`src/logic/tag_seq_pkg.sv`:
```
package tag_seq_pkg;
	// APB register byte offsets
	localparam logic [7:0] CTRL_OFS = 8'h00;
	localparam logic [7:0] PERIOD_OFS = 8'h04;
	localparam logic [7:0] ANT_LIST_OFS = 8'h08;
	localparam logic [7:0] STATUS_OFS = 8'h0C;
	localparam logic [7:0] RESP_OFS = 8'h10;
	// Control register fields, limits and reset values
	localparam int CTRL_START_BIT = 0;
	localparam int CTRL_STOP_BIT = 1;
	localparam int CTRL_MODE_LSB = 4;
	localparam int CTRL_CNT_LSB = 8;
	localparam logic [3:0] ANT_COUNT_MAX = 4'h9;
	localparam logic [2:0] ANT_PORT_MIN = 3'h1;
	localparam logic [2:0] ANT_PORT_MAX = 3'h4;
	localparam logic [31:0] PERIOD_RESET = 32'h0000_0000;
	localparam logic [7:0] TAG_CNT_ZERO = 8'h00;
	// Status register fields
	localparam int STAT_BUSY_BIT = 0;
	localparam int STAT_BADCMD_BIT = 1;
	localparam int STAT_RESPV_BIT = 2;
	localparam int STAT_ANT_LSB = 4;
	localparam int STAT_STATE_LSB = 8;
	typedef enum logic [1:0] {
		MODE_SINGLE_ONCE,
		MODE_SINGLE_REPEAT,
		MODE_MULTI_ONCE,
		MODE_MULTI_REPEAT
	} seq_mode_t;
endpackage

```
`src/logic/resp_fifo.sv`:
```
`timescale 1ns/1ps
module resp_fifo #(
	parameter int WIDTH = 32,
	parameter int DEPTH = 8
)(
	input wire logic pclk,
	input wire logic presetn,
	input wire logic in_valid,
	output logic in_ready,
	input wire logic [WIDTH-1:0] in_data,
	output logic out_valid,
	input wire logic out_ready,
	output logic [WIDTH-1:0] out_data
);
	localparam int AW = $clog2(DEPTH);
	logic [WIDTH-1:0] mem [DEPTH];
	logic [AW-1:0] wr_ptr_reg;
	logic [AW-1:0] rd_ptr_reg;
	logic [AW:0] count_reg;
	logic push;
	logic pop;
	assign in_ready = count_reg != (AW+1)'(DEPTH);
	assign out_valid = count_reg != '0;
	assign out_data = mem[rd_ptr_reg];
	assign push = in_valid && in_ready;
	assign pop = out_valid && out_ready;
	always_ff @(posedge pclk)
	begin
		if (push)
			mem[wr_ptr_reg] <= in_data;
	end
	always_ff @(posedge pclk or negedge presetn)
	begin
		if (!presetn)
		begin
			wr_ptr_reg <= '0;
			rd_ptr_reg <= '0;
			count_reg <= '0;
		end
		else
		begin
			if (push)
				wr_ptr_reg <= (wr_ptr_reg == AW'(DEPTH-1)) ? '0 : wr_ptr_reg + 1'b1;
			if (pop)
				rd_ptr_reg <= (rd_ptr_reg == AW'(DEPTH-1)) ? '0 : rd_ptr_reg + 1'b1;
			count_reg <= count_reg + (AW+1)'(push) - (AW+1)'(pop);
		end
	end
endmodule // resp_fifo

```
`src/logic/tag_access_sequencer.sv`:
```
// Added by the designer: the APB slave port and the register addresses.
`timescale 1ns/1ps
module tag_access_sequencer
	import tag_seq_pkg::*;
#(
	parameter int TAG_W = 16,
	parameter int RESP_DEPTH = 8,
	parameter int MAX_TAGS = 8
)(
	input wire logic pclk,
	input wire logic presetn,
	input wire logic psel,
	input wire logic penable,
	input wire logic pwrite,
	input wire logic [7:0] paddr,
	input wire logic [31:0] pwdata,
	output logic [31:0] prdata,
	output logic pready,
	output logic pslverr,
	output logic [2:0] ant_sel,
	output logic search_req,
	output logic search_one,
	input wire logic search_done,
	input wire logic tag_valid,
	input wire logic [TAG_W-1:0] tag_id
);
	import tag_seq_pkg::*;

	typedef enum logic [2:0] {ST_IDLE, ST_SEARCH, ST_WAIT, ST_REPORT, ST_PUSH} state_t;

	function automatic logic ant_ok(input logic [2:0] p);
		return p >= ANT_PORT_MIN && p <= ANT_PORT_MAX;
	endfunction

	////////////////////////////////////////////////////////////////////////////
	state_t state_reg;
	seq_mode_t mode_reg;
	logic [3:0] ant_cnt_reg;
	logic [3:0] ant_idx_reg;
	logic [35:0] ant_list_reg;
	logic [31:0] period_reg;
	logic [31:0] timer_reg;
	logic stop_reg;
	logic bad_cmd_reg;
	logic [7:0] tag_cnt_reg;
	logic [TAG_W-1:0] last_tag_reg;
	logic [2:0] ant_sel_reg;
	logic search_req_reg;
	logic [31:0] fifo_in;
	logic fifo_in_ready;
	logic fifo_out_valid;
	logic [31:0] fifo_out;
	logic fifo_pop;
	logic wr_en;
	logic rd_en;
	logic start_cmd;
	logic cmd_ok;
	logic timed_out;
	logic single_mode;
	logic repeat_mode;

	assign wr_en = psel && penable && pwrite;
	assign rd_en = psel && penable && !pwrite;
	assign start_cmd = wr_en && paddr == CTRL_OFS && pwdata[CTRL_START_BIT];
	assign single_mode = mode_reg == MODE_SINGLE_ONCE || mode_reg == MODE_SINGLE_REPEAT;
	assign repeat_mode = mode_reg == MODE_SINGLE_REPEAT || mode_reg == MODE_MULTI_REPEAT;
	assign timed_out = period_reg != '0 && timer_reg >= period_reg;
	assign fifo_pop = rd_en && paddr == RESP_OFS && fifo_out_valid;

	always_comb
	begin
		cmd_ok = pwdata[CTRL_CNT_LSB +: 4] != 4'h0
			&& pwdata[CTRL_CNT_LSB +: 4] <= ANT_COUNT_MAX;
		for (int i = 0; i < 9; i++)
			if (i < int'(pwdata[CTRL_CNT_LSB +: 4]) && !ant_ok(ant_list_reg[i*4 +: 3]))
				cmd_ok = 1'b0;
	end

	// Response word: count in top byte, tag id (last read) below
	assign fifo_in = {tag_cnt_reg, 8'h00, 16'(last_tag_reg)};

	resp_fifo #(.WIDTH(32), .DEPTH(RESP_DEPTH)) u_fifo (
		.pclk(pclk),
		.presetn(presetn),
		.in_valid(state_reg == ST_PUSH),
		.in_ready(fifo_in_ready),
		.in_data(fifo_in),
		.out_valid(fifo_out_valid),
		.out_ready(fifo_pop),
		.out_data(fifo_out)
	);

	////////////////////////////////////////////////////////////////////////////
	always_ff @(posedge pclk or negedge presetn)
	begin
		if (!presetn)
		begin
			period_reg <= PERIOD_RESET;
			ant_list_reg <= '0;
		end
		else if (wr_en && state_reg == ST_IDLE)
		begin
			if (paddr == PERIOD_OFS)
				period_reg <= pwdata;
			if (paddr == ANT_LIST_OFS)
				ant_list_reg <= {ant_list_reg[3:0], pwdata[31:0]} & 36'h7_7777_7777;
			if (paddr == ANT_LIST_OFS + 8'h04)
				ant_list_reg[35:32] <= pwdata[3:0];
		end
	end

	always_ff @(posedge pclk or negedge presetn)
	begin
		if (!presetn)
		begin
			state_reg <= ST_IDLE;
			mode_reg <= MODE_SINGLE_ONCE;
			ant_cnt_reg <= '0;
			ant_idx_reg <= '0;
			timer_reg <= '0;
			stop_reg <= 1'b0;
			bad_cmd_reg <= 1'b0;
			tag_cnt_reg <= TAG_CNT_ZERO;
			last_tag_reg <= '0;
			ant_sel_reg <= '0;
			search_req_reg <= 1'b0;
		end
		else
		begin
			search_req_reg <= 1'b0;
			if (state_reg != ST_IDLE && wr_en && paddr == CTRL_OFS && pwdata[CTRL_STOP_BIT])
				stop_reg <= 1'b1;
			if (state_reg != ST_IDLE && state_reg != ST_PUSH)
				timer_reg <= timer_reg + 32'h1;
			case (state_reg)
				ST_IDLE:
				begin
					stop_reg <= 1'b0;
					if (start_cmd)
					begin
						bad_cmd_reg <= !cmd_ok;
						if (cmd_ok)
						begin
							mode_reg <= seq_mode_t'(pwdata[CTRL_MODE_LSB +: 2]);
							ant_cnt_reg <= pwdata[CTRL_CNT_LSB +: 4];
							ant_idx_reg <= '0;
							timer_reg <= '0;
							tag_cnt_reg <= TAG_CNT_ZERO;
							state_reg <= ST_SEARCH;
						end
					end
				end
				ST_SEARCH:
				begin
					ant_sel_reg <= ant_list_reg[ant_idx_reg*4 +: 3];
					search_req_reg <= 1'b1;
					state_reg <= ST_WAIT;
				end
				ST_WAIT:
				begin
					if (search_done)
					begin
						ant_idx_reg <= (ant_idx_reg + 4'h1 == ant_cnt_reg) ? '0 : ant_idx_reg + 4'h1;
						if (tag_valid)
						begin
							last_tag_reg <= tag_id;
							if (tag_cnt_reg != 8'(MAX_TAGS))
								tag_cnt_reg <= tag_cnt_reg + 8'h1;
						end
						if (single_mode && tag_valid)
							state_reg <= ST_PUSH;
						else if (timed_out && (!single_mode || !repeat_mode))
							state_reg <= ST_PUSH;
						else if (stop_reg)
							state_reg <= ST_IDLE;
						else
							state_reg <= ST_SEARCH;
					end
				end
				ST_PUSH:
				begin
					if (fifo_in_ready)
						state_reg <= ST_REPORT;
				end
				ST_REPORT:
				begin
					tag_cnt_reg <= TAG_CNT_ZERO;
					timer_reg <= '0;
					if (repeat_mode && !stop_reg)
						state_reg <= ST_SEARCH;
					else
						state_reg <= ST_IDLE;
				end
				default: state_reg <= ST_IDLE;
			endcase
		end
	end

	assign ant_sel = ant_sel_reg;
	assign search_req = search_req_reg;
	// Single modes ask the air side for one tag only
	always_ff @(posedge pclk or negedge presetn)
	begin
		if (!presetn)
			search_one <= 1'b0;
		else
			search_one <= single_mode;
	end

	////////////////////////////////////////////////////////////////////////////
	// Zero wait states; only addresses above RESP_OFS raise pslverr
	always_ff @(posedge pclk or negedge presetn)
	begin
		if (!presetn)
		begin
			prdata <= '0;
			pready <= 1'b0;
			pslverr <= 1'b0;
		end
		else
		begin
			pready <= psel && !penable;
			pslverr <= psel && !penable && paddr > RESP_OFS;
			prdata <= '0;
			if (psel && !penable && !pwrite)
				case (paddr)
					CTRL_OFS: prdata <= {20'h0, ant_cnt_reg, 2'h0, mode_reg, 4'h0};
					PERIOD_OFS: prdata <= period_reg;
					ANT_LIST_OFS: prdata <= ant_list_reg[31:0];
					STATUS_OFS: prdata <= {21'h0, state_reg, ant_idx_reg,
						1'b0, fifo_out_valid, bad_cmd_reg, state_reg != ST_IDLE};
					RESP_OFS: prdata <= fifo_out_valid ? fifo_out : 32'h0;
					default: prdata <= 32'h0;
				endcase
		end
	end

	chk_single_one_resp: assert property (@(posedge pclk) disable iff (!presetn)
		state_reg == ST_WAIT && search_done && tag_valid && single_mode
		|=> state_reg == ST_PUSH) else $error("single tag not reported");
	chk_stop_idle: assert property (@(posedge pclk) disable iff (!presetn)
		state_reg == ST_REPORT && !repeat_mode |=> state_reg == ST_IDLE)
		else $error("once sequence did not end");
	chk_repeat_restart: assert property (@(posedge pclk) disable iff (!presetn)
		state_reg == ST_REPORT && repeat_mode && !stop_reg |=> state_reg == ST_SEARCH)
		else $error("repeat did not restart");
	chk_ant_range: assert property (@(posedge pclk) disable iff (!presetn)
		search_req |-> ant_sel >= ANT_PORT_MIN && ant_sel <= ANT_PORT_MAX)
		else $error("antenna out of range");
	chk_ant_count: assert property (@(posedge pclk) disable iff (!presetn)
		state_reg != ST_IDLE |-> ant_idx_reg < ant_cnt_reg && ant_cnt_reg <= ANT_COUNT_MAX)
		else $error("antenna index out of list");
	chk_count_reset: assert property (@(posedge pclk) disable iff (!presetn)
		state_reg == ST_REPORT |=> tag_cnt_reg == TAG_CNT_ZERO)
		else $error("tag count not cleared");
	chk_timeout_resp: assert property (@(posedge pclk) disable iff (!presetn)
		state_reg == ST_WAIT && search_done && !single_mode && timed_out
		|=> state_reg == ST_PUSH) else $error("period end not reported");
	chk_stop_no_tx: assert property (@(posedge pclk) disable iff (!presetn)
		state_reg == ST_WAIT && search_done && stop_reg && !tag_valid && !timed_out
		|=> state_reg == ST_IDLE) else $error("stop did not end sequence");

	////////////////////////////////////////////////////////////////////////////
	// Independent tally of tags read since the last report
	logic [7:0] tags_seen_reg;
	always_ff @(posedge pclk or negedge presetn)
	begin
		if (!presetn)
			tags_seen_reg <= 8'h00;
		else if (state_reg == ST_IDLE || state_reg == ST_REPORT)
			tags_seen_reg <= 8'h00;
		else if (state_reg == ST_WAIT && search_done && tag_valid
			&& tags_seen_reg != 8'(MAX_TAGS))
			tags_seen_reg <= tags_seen_reg + 8'h01;
	end

	chk_tally_match: assert property (@(posedge pclk) disable iff (!presetn)
		state_reg == ST_PUSH
		|-> tag_cnt_reg == tags_seen_reg)
		else $error("response count differs from tags read");

	chk_count_cap: assert property (@(posedge pclk) disable iff (!presetn)
		state_reg != ST_IDLE
		|-> tag_cnt_reg <= 8'(MAX_TAGS))
		else $error("tag count above limit");

	chk_push_once: assert property (@(posedge pclk) disable iff (!presetn)
		state_reg == ST_PUSH && fifo_in_ready
		|=> state_reg == ST_REPORT)
		else $error("response not pushed");

	chk_search_pulse: assert property (@(posedge pclk) disable iff (!presetn)
		search_req
		|=> !search_req)
		else $error("search request longer than one cycle");

	chk_search_wait: assert property (@(posedge pclk) disable iff (!presetn)
		state_reg == ST_SEARCH
		|=> state_reg == ST_WAIT && search_req)
		else $error("search step not issued");

	chk_idle_start: assert property (@(posedge pclk) disable iff (!presetn)
		state_reg == ST_IDLE && start_cmd && cmd_ok
		|=> state_reg == ST_SEARCH)
		else $error("valid command not started");

	chk_bad_no_run: assert property (@(posedge pclk) disable iff (!presetn)
		state_reg == ST_IDLE && start_cmd && !cmd_ok
		|=> state_reg == ST_IDLE && bad_cmd_reg)
		else $error("bad command started a run");

	chk_single_flag: assert property (@(posedge pclk) disable iff (!presetn)
		state_reg == ST_WAIT
		|-> search_one == single_mode)
		else $error("one-tag flag wrong during search");

	chk_srep_no_end: assert property (@(posedge pclk) disable iff (!presetn)
		state_reg == ST_WAIT && search_done && !tag_valid
		&& mode_reg == MODE_SINGLE_REPEAT && !stop_reg
		|=> state_reg == ST_SEARCH)
		else $error("single repeat ended without stop");

	chk_so_ends: assert property (@(posedge pclk) disable iff (!presetn)
		state_reg == ST_REPORT && mode_reg == MODE_SINGLE_ONCE
		|=> state_reg == ST_IDLE)
		else $error("single once did not end after response");

	// Busy runs must not see their list or period change under them
	chk_list_hold: assert property (@(posedge pclk) disable iff (!presetn)
		state_reg != ST_IDLE
		|=> $stable(ant_list_reg))
		else $error("antenna list changed while busy");

	chk_period_hold: assert property (@(posedge pclk) disable iff (!presetn)
		state_reg != ST_IDLE
		|=> $stable(period_reg))
		else $error("period changed while busy");

	chk_idle_clear: assert property (@(posedge pclk) disable iff (!presetn)
		state_reg == ST_IDLE
		|=> !stop_reg)
		else $error("stale stop carried into next command");
endmodule // tag_access_sequencer

```
`config.mk`:
```
export PLATFORM = sky130hd
export DESIGN_NAME = tag_access_sequencer
export DESIGN_NICKNAME = d
export VERILOG_FILES = /design/src/logic/tag_seq_pkg.sv /design/src/logic/resp_fifo.sv /design/src/logic/tag_access_sequencer.sv
export SDC_FILE = /design/constraint.sdc
export NUM_CORES = 1
export LEC_CHECK = 0
export BUFFER_PORTS_ARGS = -buffer_cell sky130_fd_sc_hd__buf_4
export CAP_MARGIN = 15
export CORE_UTILIZATION = 60
export DETAILED_ROUTE_END_ITERATION = 8
export GPL_TIMING_DRIVEN = 0
export PLACE_DENSITY_LB_ADDON = 0.1
export SLEW_MARGIN = 20
export SYNTH_ARGS = -nofsm -noshare
export SYNTH_HDL_FRONTEND = slang
export SYNTH_SLANG_ARGS = --single-unit
```
`constraint.sdc`:
```
create_clock -name pclk -period 5 [get_ports pclk]
set_input_delay 0.75 -clock pclk [delete_from_list [all_inputs] [get_ports pclk]]
set_output_delay 0.75 -clock pclk [all_outputs]
set_load 0.01 [all_outputs]
```
# After elaboration in Yosys (flattened, before gate mapping)
# Memory sizes are Yosys's and may differ from the RTL's.
# Cells that the tools add are included.
# word_totals
reg_bits	180
mem_bits_rw	192
wordCells	205
n_memories	1
# memory_table
memory	depth	width	read_ports	rd_clocked_by_memory_dff	write_ports	line_no	rtl
u_fifo.mem	8	24	1	0	1	resp_fifo.sv:16	logic [WIDTH-1:0] mem [DEPTH];
# classes
addsub	7
order_cmp	30
n_eq_ne	22
n_shift	1
mux	45
n_reduce_logical	78
# op_table
cell	count
two-way mux 32 bit	5
case mux 32 bit (5 select lines)	1
case mux 32 bit (2 select lines)	1
logical AND 1 bit	40
two-way mux 8 bit	5
two-way mux 36 bit	1
variable part select 36 x 7 -> 3 bit	1
adder 32 x 1 -> 32 bit, second input constant	1
greater-or-equal comparator 32 bit	1
nonzero test 32 bit	1
greater-or-equal comparator 3 x 1 -> 1 bit, second input constant	9
less-or-equal comparator 3 bit, second input constant	9
two-way mux 3 bit	8
case mux 8 bit (3 select lines)	1
two-way mux 4 bit	5
equality test 8 x 4 -> 1 bit, second input constant	2
less-than comparator 3 x 4 -> 1 bit, first input constant	4
two-way mux 1 bit	16
logical NOT 1 bit	15
case mux 3 bit (5 select lines)	1
!= test 2 bit, second input constant	6
equality test 3 bit, second input constant	3
adder 8 x 1 -> 8 bit, second input constant	1
equality test 8 x 3 -> 1 bit, second input constant	1
30 further kinds	45

# Logic depth before layout (Yosys ltp)
# depth
ltp_word	16
depth_mapped	12
ltp_nobuf	10

# By module
# Synthesis repeated with hierarchy kept, for this count alone.
# unflattened
cells_unflattened	1275
area_unflattened_um2	18803.0
# modules_own_cells
module	instances	cells_each	area_per_inst_um2
resp_fifo	1	426	10223.6
tag_access_sequencer	1	849	8579.5

# Least setup slack after synthesis
# OpenSTA, ideal clock, no wires.
# synth_path
path_type	reg-to-reg
startpoint	register state_reg[1]
endpoint	memory u_fifo.mem[0][0] in the netlist's numbering (enable)
setup_time_ns	0.466
arrival_time_ns	3.583
t_required_ns	4.534
slack_ns	0.950
stages_incl_launch_ff	5
n_path_buf	1
period_less_slack_ns	4.050
cell_sequence	dfrtp_1 > clkbuf_1 > nor2_1 > nand3_1 > nor4_1
# synth_between
elab_chain_len	4
# synth_rtl
element	line_no	rtl
start: declaration	tag_access_sequencer.sv:36	state_t state_reg;
start signal: assignment	tag_access_sequencer.sv:116	state_reg <= ST_IDLE;
start signal: assignment	tag_access_sequencer.sv:149	state_reg <= ST_SEARCH;
start signal: assignment	tag_access_sequencer.sv:157	state_reg <= ST_WAIT;
equality test 3 bit	tag_access_sequencer.sv:85	.in_valid(state_reg == ST_PUSH),
logical AND 1 bit	resp_fifo.sv:25	assign push = in_valid && in_ready;
two-way mux 1 bit	resp_fifo.sv:29	if (push)
two-way mux 1 bit (implied by the code)	resp_fifo.sv:30	mem[wr_ptr_reg] <= in_data;
end: declaration	resp_fifo.sv:16	
# No other way between the ends.

# Worst setup path after layout
# layout_path
startpoint	input paddr[2]
endpoint	register u_fifo.count_reg[2]
# layout_between
elab_chain_len	5
# layout_rtl
element	line_no	rtl
start: declaration	tag_access_sequencer.sv:15	input wire logic [7:0] paddr,
equality test 8 x 5 -> 1 bit	tag_access_sequencer.sv:68	assign fifo_pop = rd_en && paddr == RESP_OFS && fifo_out_valid;
logical AND 1 bit (2 in series)	tag_access_sequencer.sv:68	
logical AND 1 bit	resp_fifo.sv:26	assign pop = out_valid && out_ready;
via u_fifo.pop	resp_fifo.sv:21	logic pop;
subtractor 4 x 1 -> 4 bit	resp_fifo.sv:46	count_reg <= count_reg + (AW+1)'(push) - (AW+1)'(pop);
end signal: assignment	resp_fifo.sv:46	
end: declaration	resp_fifo.sv:19	logic [AW:0] count_reg;
# The timed path passes the listed nets, and every way through them passes these cells.
# A chain may end at the register's enable or synchronous reset.

==> results by group <==
Global routing
  • Vias in the first global route: 10500
  • Total global-route track usage: 0.308
  • Congestion Overflow GR: 0
  • Global-route wire length before repair: 63400 um
  • Antenna violations before repair: 1
  • Largest net degree at the start of global routing: 67

Die
  • Starting utilization of the core area: 0.617
  • Height of the die: 167 um
  • Die Wd: 167 um
  • Die area: 0.0278 mm2
  • Number of standard-cell rows in the floorplan: between 50 and 60
  • Core area: 0.0264 mm2
  • Count of pins on the block boundary: around 100

Synth
  • Sequential share of the synthesized area: 0.630
  • Number of flops mapped to enable cells by yosys: 192
  • Unique masters post-synth: 60
  • Syn. warnings: 0
  • Most used flip-flop cell after synthesis: sky130_fd_sc_hd__edfxtp_1
  • Number of nets produced by synthesis: about 1300
  • Number of flip-flops and latches in the synthesized netlist: 371
  • Combined area of all synthesized cells: 0.0163 mm2
  • Cell count after synthesis: 1178
  • Proportion of register bits with asynchronous set or reset after synthesis: 0.482
  • Mean instance size in the synthesized netlist: 13.8 um2

STA
  • Worst Hold Slack: 116 ps
  • Relative slew slack: 0.308
  • Summed negative setup slack over all endpoints: 0 ps
  • Maximum clock skew at final layout: slightly above 20 ps
  • Period minus WS final: between 4000 and 5000 ps
  • Hold violation total from the final report: 0
  • Share of the clock period used by the worst path: 0.815
  • Transition time of the tightest slew-check pin: 1040 ps
  • Final setup violating endpoints: 0
  • Slew Limit Fails: 0
  • Setup repair after global routing missed its margin: false
  • Achievable frequency: 245 MHz

CTS
  • CTS tree: yes
  • Insertion delay to the later sink of the worst-skew pair: between 500 and 600 ps
  • Clock-pin slew on the worst setup and hold paths: 60 ps
  • Post-cts resize count: 0
  • Number of hold buffers added after cts: 0
  • H-tree depth: 2
  • CTS Buf Count: 39
  • Worst-case clock buffer depth: 3
  • Number of buffers added for setup after CTS: 0
  • Clock root buffer: sky130_fd_sc_hd__clkbuf_16
  • Clock Sink Count: 371

Placement
  • Area after detailed placement: 0.0178 mm2
  • Post-detailed-placement half-perimeter wirelength: a little under 30000 um
  • Routability Congestion: 0.951
  • Port Buffers: 101

Power and ir drop
  • Proportion of power drawn by flip-flops and latches: 0.498
  • Share of total power consumed by net switching: 0.258
  • Cell-internal power: between 5 and 6 mW
  • VDD IR-drop max: 0.000259 V
  • Leakage power of the design: 7.76 nW
  • Power per unit of standard cell area: 403 mW/mm2
  • Switching power: 1.99 mW
  • Final Total Pwr: 7.72 mW
  • Combinational fraction of design power: 0.114
  • Clock network power share: 0.388

Route
  • Iter 0 DRT Violations: 1261
  • Vias after detailed routing: 10700
  • Remaining design rule violation count: 0
  • First-pass iteration count of the detailed router: 5
  • Number of routed nets with antenna violations: 0
  • Total Routed Length: slightly above 40000 um
  • Vias per cell: 6.28
  • DR WL/cell: 24.3 um

Critical path
  • Critical path arrival: 4520 ps
  • Category of the critical setup timing path: in2reg
  • Start point of the critical path: paddr[2]
  • Reg2reg end: u_fifo.mem[1][0]$_DFFE_PP_
  • Critical path launch point type: input port
  • Launch point of the worst reg-to-reg path: state_reg[1]$_DFFE_PN0P_
  • Type of element capturing the critical path: flip-flop
  • Worst-path fanout max: 10
  • Slack of the worst reg-to-reg path: 1390 ps
  • Worst Path Required: 5440 ps
  • Reg2Reg Depth: 8

Final layout
  • Final net count: approximately 1500
  • Share of final-layout standard cells stronger than drive strength 1: 0.240
  • Area growth, synth to finish: 17.7%
  • Final Instance Area: 0.0192 mm2
  • Register with the most flip-flops: u_fifo.mem
  • Max FFs per register: 192
  • Utilization after layout: 0.727

Outcome
  • Outcome: finished, final reports clean

Worst hold path
  • Class of the tightest hold or removal check: in2async

Run
  • Number of max-cap violations: 0
==> how the worst max path moves through the flow <==
stage / end / slack (ps) / cells past startpoint
2_1_floorplan: u_fifo.mem[0][0]$_DFFE_PP_ / 950 / 4
5_1_grt: u_fifo.count_reg[2]$_DFF_PN0_ / 820 / 13
4_1_cts: u_fifo.count_reg[2]$_DFF_PN0_ / 1070 / 13
6_report: u_fifo.count_reg[2]$_DFF_PN0_ / 920 / 13
3_5_place_dp: u_fifo.count_reg[2]$_DFF_PN0_ / 490 / 13
3_3_place_gp: u_fifo.mem[0][15]$_DFFE_PP_ / -1960 / 4
==> final cells by class <==
cell class,count,area (um2)
diodes,1,2.50
flip-flops and latches,371,10200
clock buffers,54,1110
plain buffers,48,186
fillers,1692,7200
inverters,52,195
repair buffers,124,1060
multi-input cells,707,5690
clock inverters,17,233
well taps,335,419
==> metrics by stage <==
stage / worst slack, ps / std cells
global placement: -1960 / 1614
finish: 923 / 1709
global route: 820 / 1709
floorplan: 950 / 1178
detailed placement: 489 / 1637
CTS: 1070 / 1708
==> cells in the final DEF (no fill, tap or decap), drive strengths merged, types with 17 or more instances in the layout <==
| master | synthesis | routed |
|---|---|---|
| a21oi | 54 | 54 |
| xor2 | 25 | 25 |
| inv | 52 | 53 |
| buf | 13 | 137 |
| mux4 | 54 | 54 |
| nand4 | 20 | 20 |
| a22oi | 17 | 17 |
| nand2 | 84 | 84 |
| mux2 | 65 | 65 |
| dfrtp | 179 | 179 |
| nand3 | 23 | 23 |
| o21ai | 56 | 56 |
| nor3 | 20 | 20 |
| nor2 | 100 | 100 |
| edfxtp | 192 | 192 |
| clkbuf | 35 | 89 |
| ha | 46 | 46 |
==> logic make-up after synthesis <==
group / after synthesis / synth area share
compound gates: 180 / 0.0686
simple gates: 306 / 0.0910
mux: 133 / 0.128
xor+xnor: 41 / 0.0221
buf+inv: 100 / 0.0235
fa+ha+maj: 47 / 0.0366
flops: 371 / 0.630
==> Yosys cell counts, types with 16 or more instances <==
cell / count / share of area
sky130_fd_sc_hd__a21oi_1: 54 / 0.017
sky130_fd_sc_hd__a22oi_1: 17 / 0.0078
sky130_fd_sc_hd__clkbuf_1: 35 / 0.0081
sky130_fd_sc_hd__dfrtp_1: 179 / 0.28
sky130_fd_sc_hd__edfxtp_1: 192 / 0.35
sky130_fd_sc_hd__ha_1: 46 / 0.035
sky130_fd_sc_hd__inv_1: 52 / 0.012
sky130_fd_sc_hd__mux2_2: 65 / 0.045
sky130_fd_sc_hd__mux4_2: 54 / 0.075
sky130_fd_sc_hd__nand2_1: 83 / 0.019
sky130_fd_sc_hd__nand3_1: 23 / 0.0071
sky130_fd_sc_hd__nand4_1: 20 / 0.0077
sky130_fd_sc_hd__nor2_1: 100 / 0.023
sky130_fd_sc_hd__nor3_1: 17 / 0.0052
sky130_fd_sc_hd__o21ai_0: 56 / 0.017
sky130_fd_sc_hd__xnor2_1: 16 / 0.0086
sky130_fd_sc_hd__xor2_1: 25 / 0.013
==> routing by layer <==
metal | vias up | track usage | wire length [um]
li1 | 4735 | - | -
met1 | 5397 | 0.441 | 17500
met2 | 518 | 0.463 | 19100
met3 | 83 | 0.0741 | 3590
met4 | 0 | 0.115 | 1340
met5 | - | 0 | 0
==> critical path, stage by stage <==
cell	delay (ps)
sky130_fd_sc_hd__buf_4	130
sky130_fd_sc_hd__clkbuf_1	310
sky130_fd_sc_hd__nor4_1	520
sky130_fd_sc_hd__nand3_1	180
sky130_fd_sc_hd__a21oi_1	830
sky130_fd_sc_hd__clkbuf_1	470
sky130_fd_sc_hd__nor3b_1	250
sky130_fd_sc_hd__ha_1	260
sky130_fd_sc_hd__inv_1	60
sky130_fd_sc_hd__ha_1	150
sky130_fd_sc_hd__inv_1	60
sky130_fd_sc_hd__fa_1	400
sky130_fd_sc_hd__xnor2_1	140
==> power groups by stage <==
stage | clock, mW | combinational, mW | sequential, mW
final | 3.00 | 0.878 | 3.84
after global routing | 3.15 | 0.972 | 3.88
after CTS | 3.02 | 0.870 | 3.84
after detailed placement | 0 | 0.860 | 3.90
after global placement | 0 | 0.817 | 3.88
after floorplan | 0 | 0.555 | 3.81
Note: power is estimated with default switching activity, not from simulation.
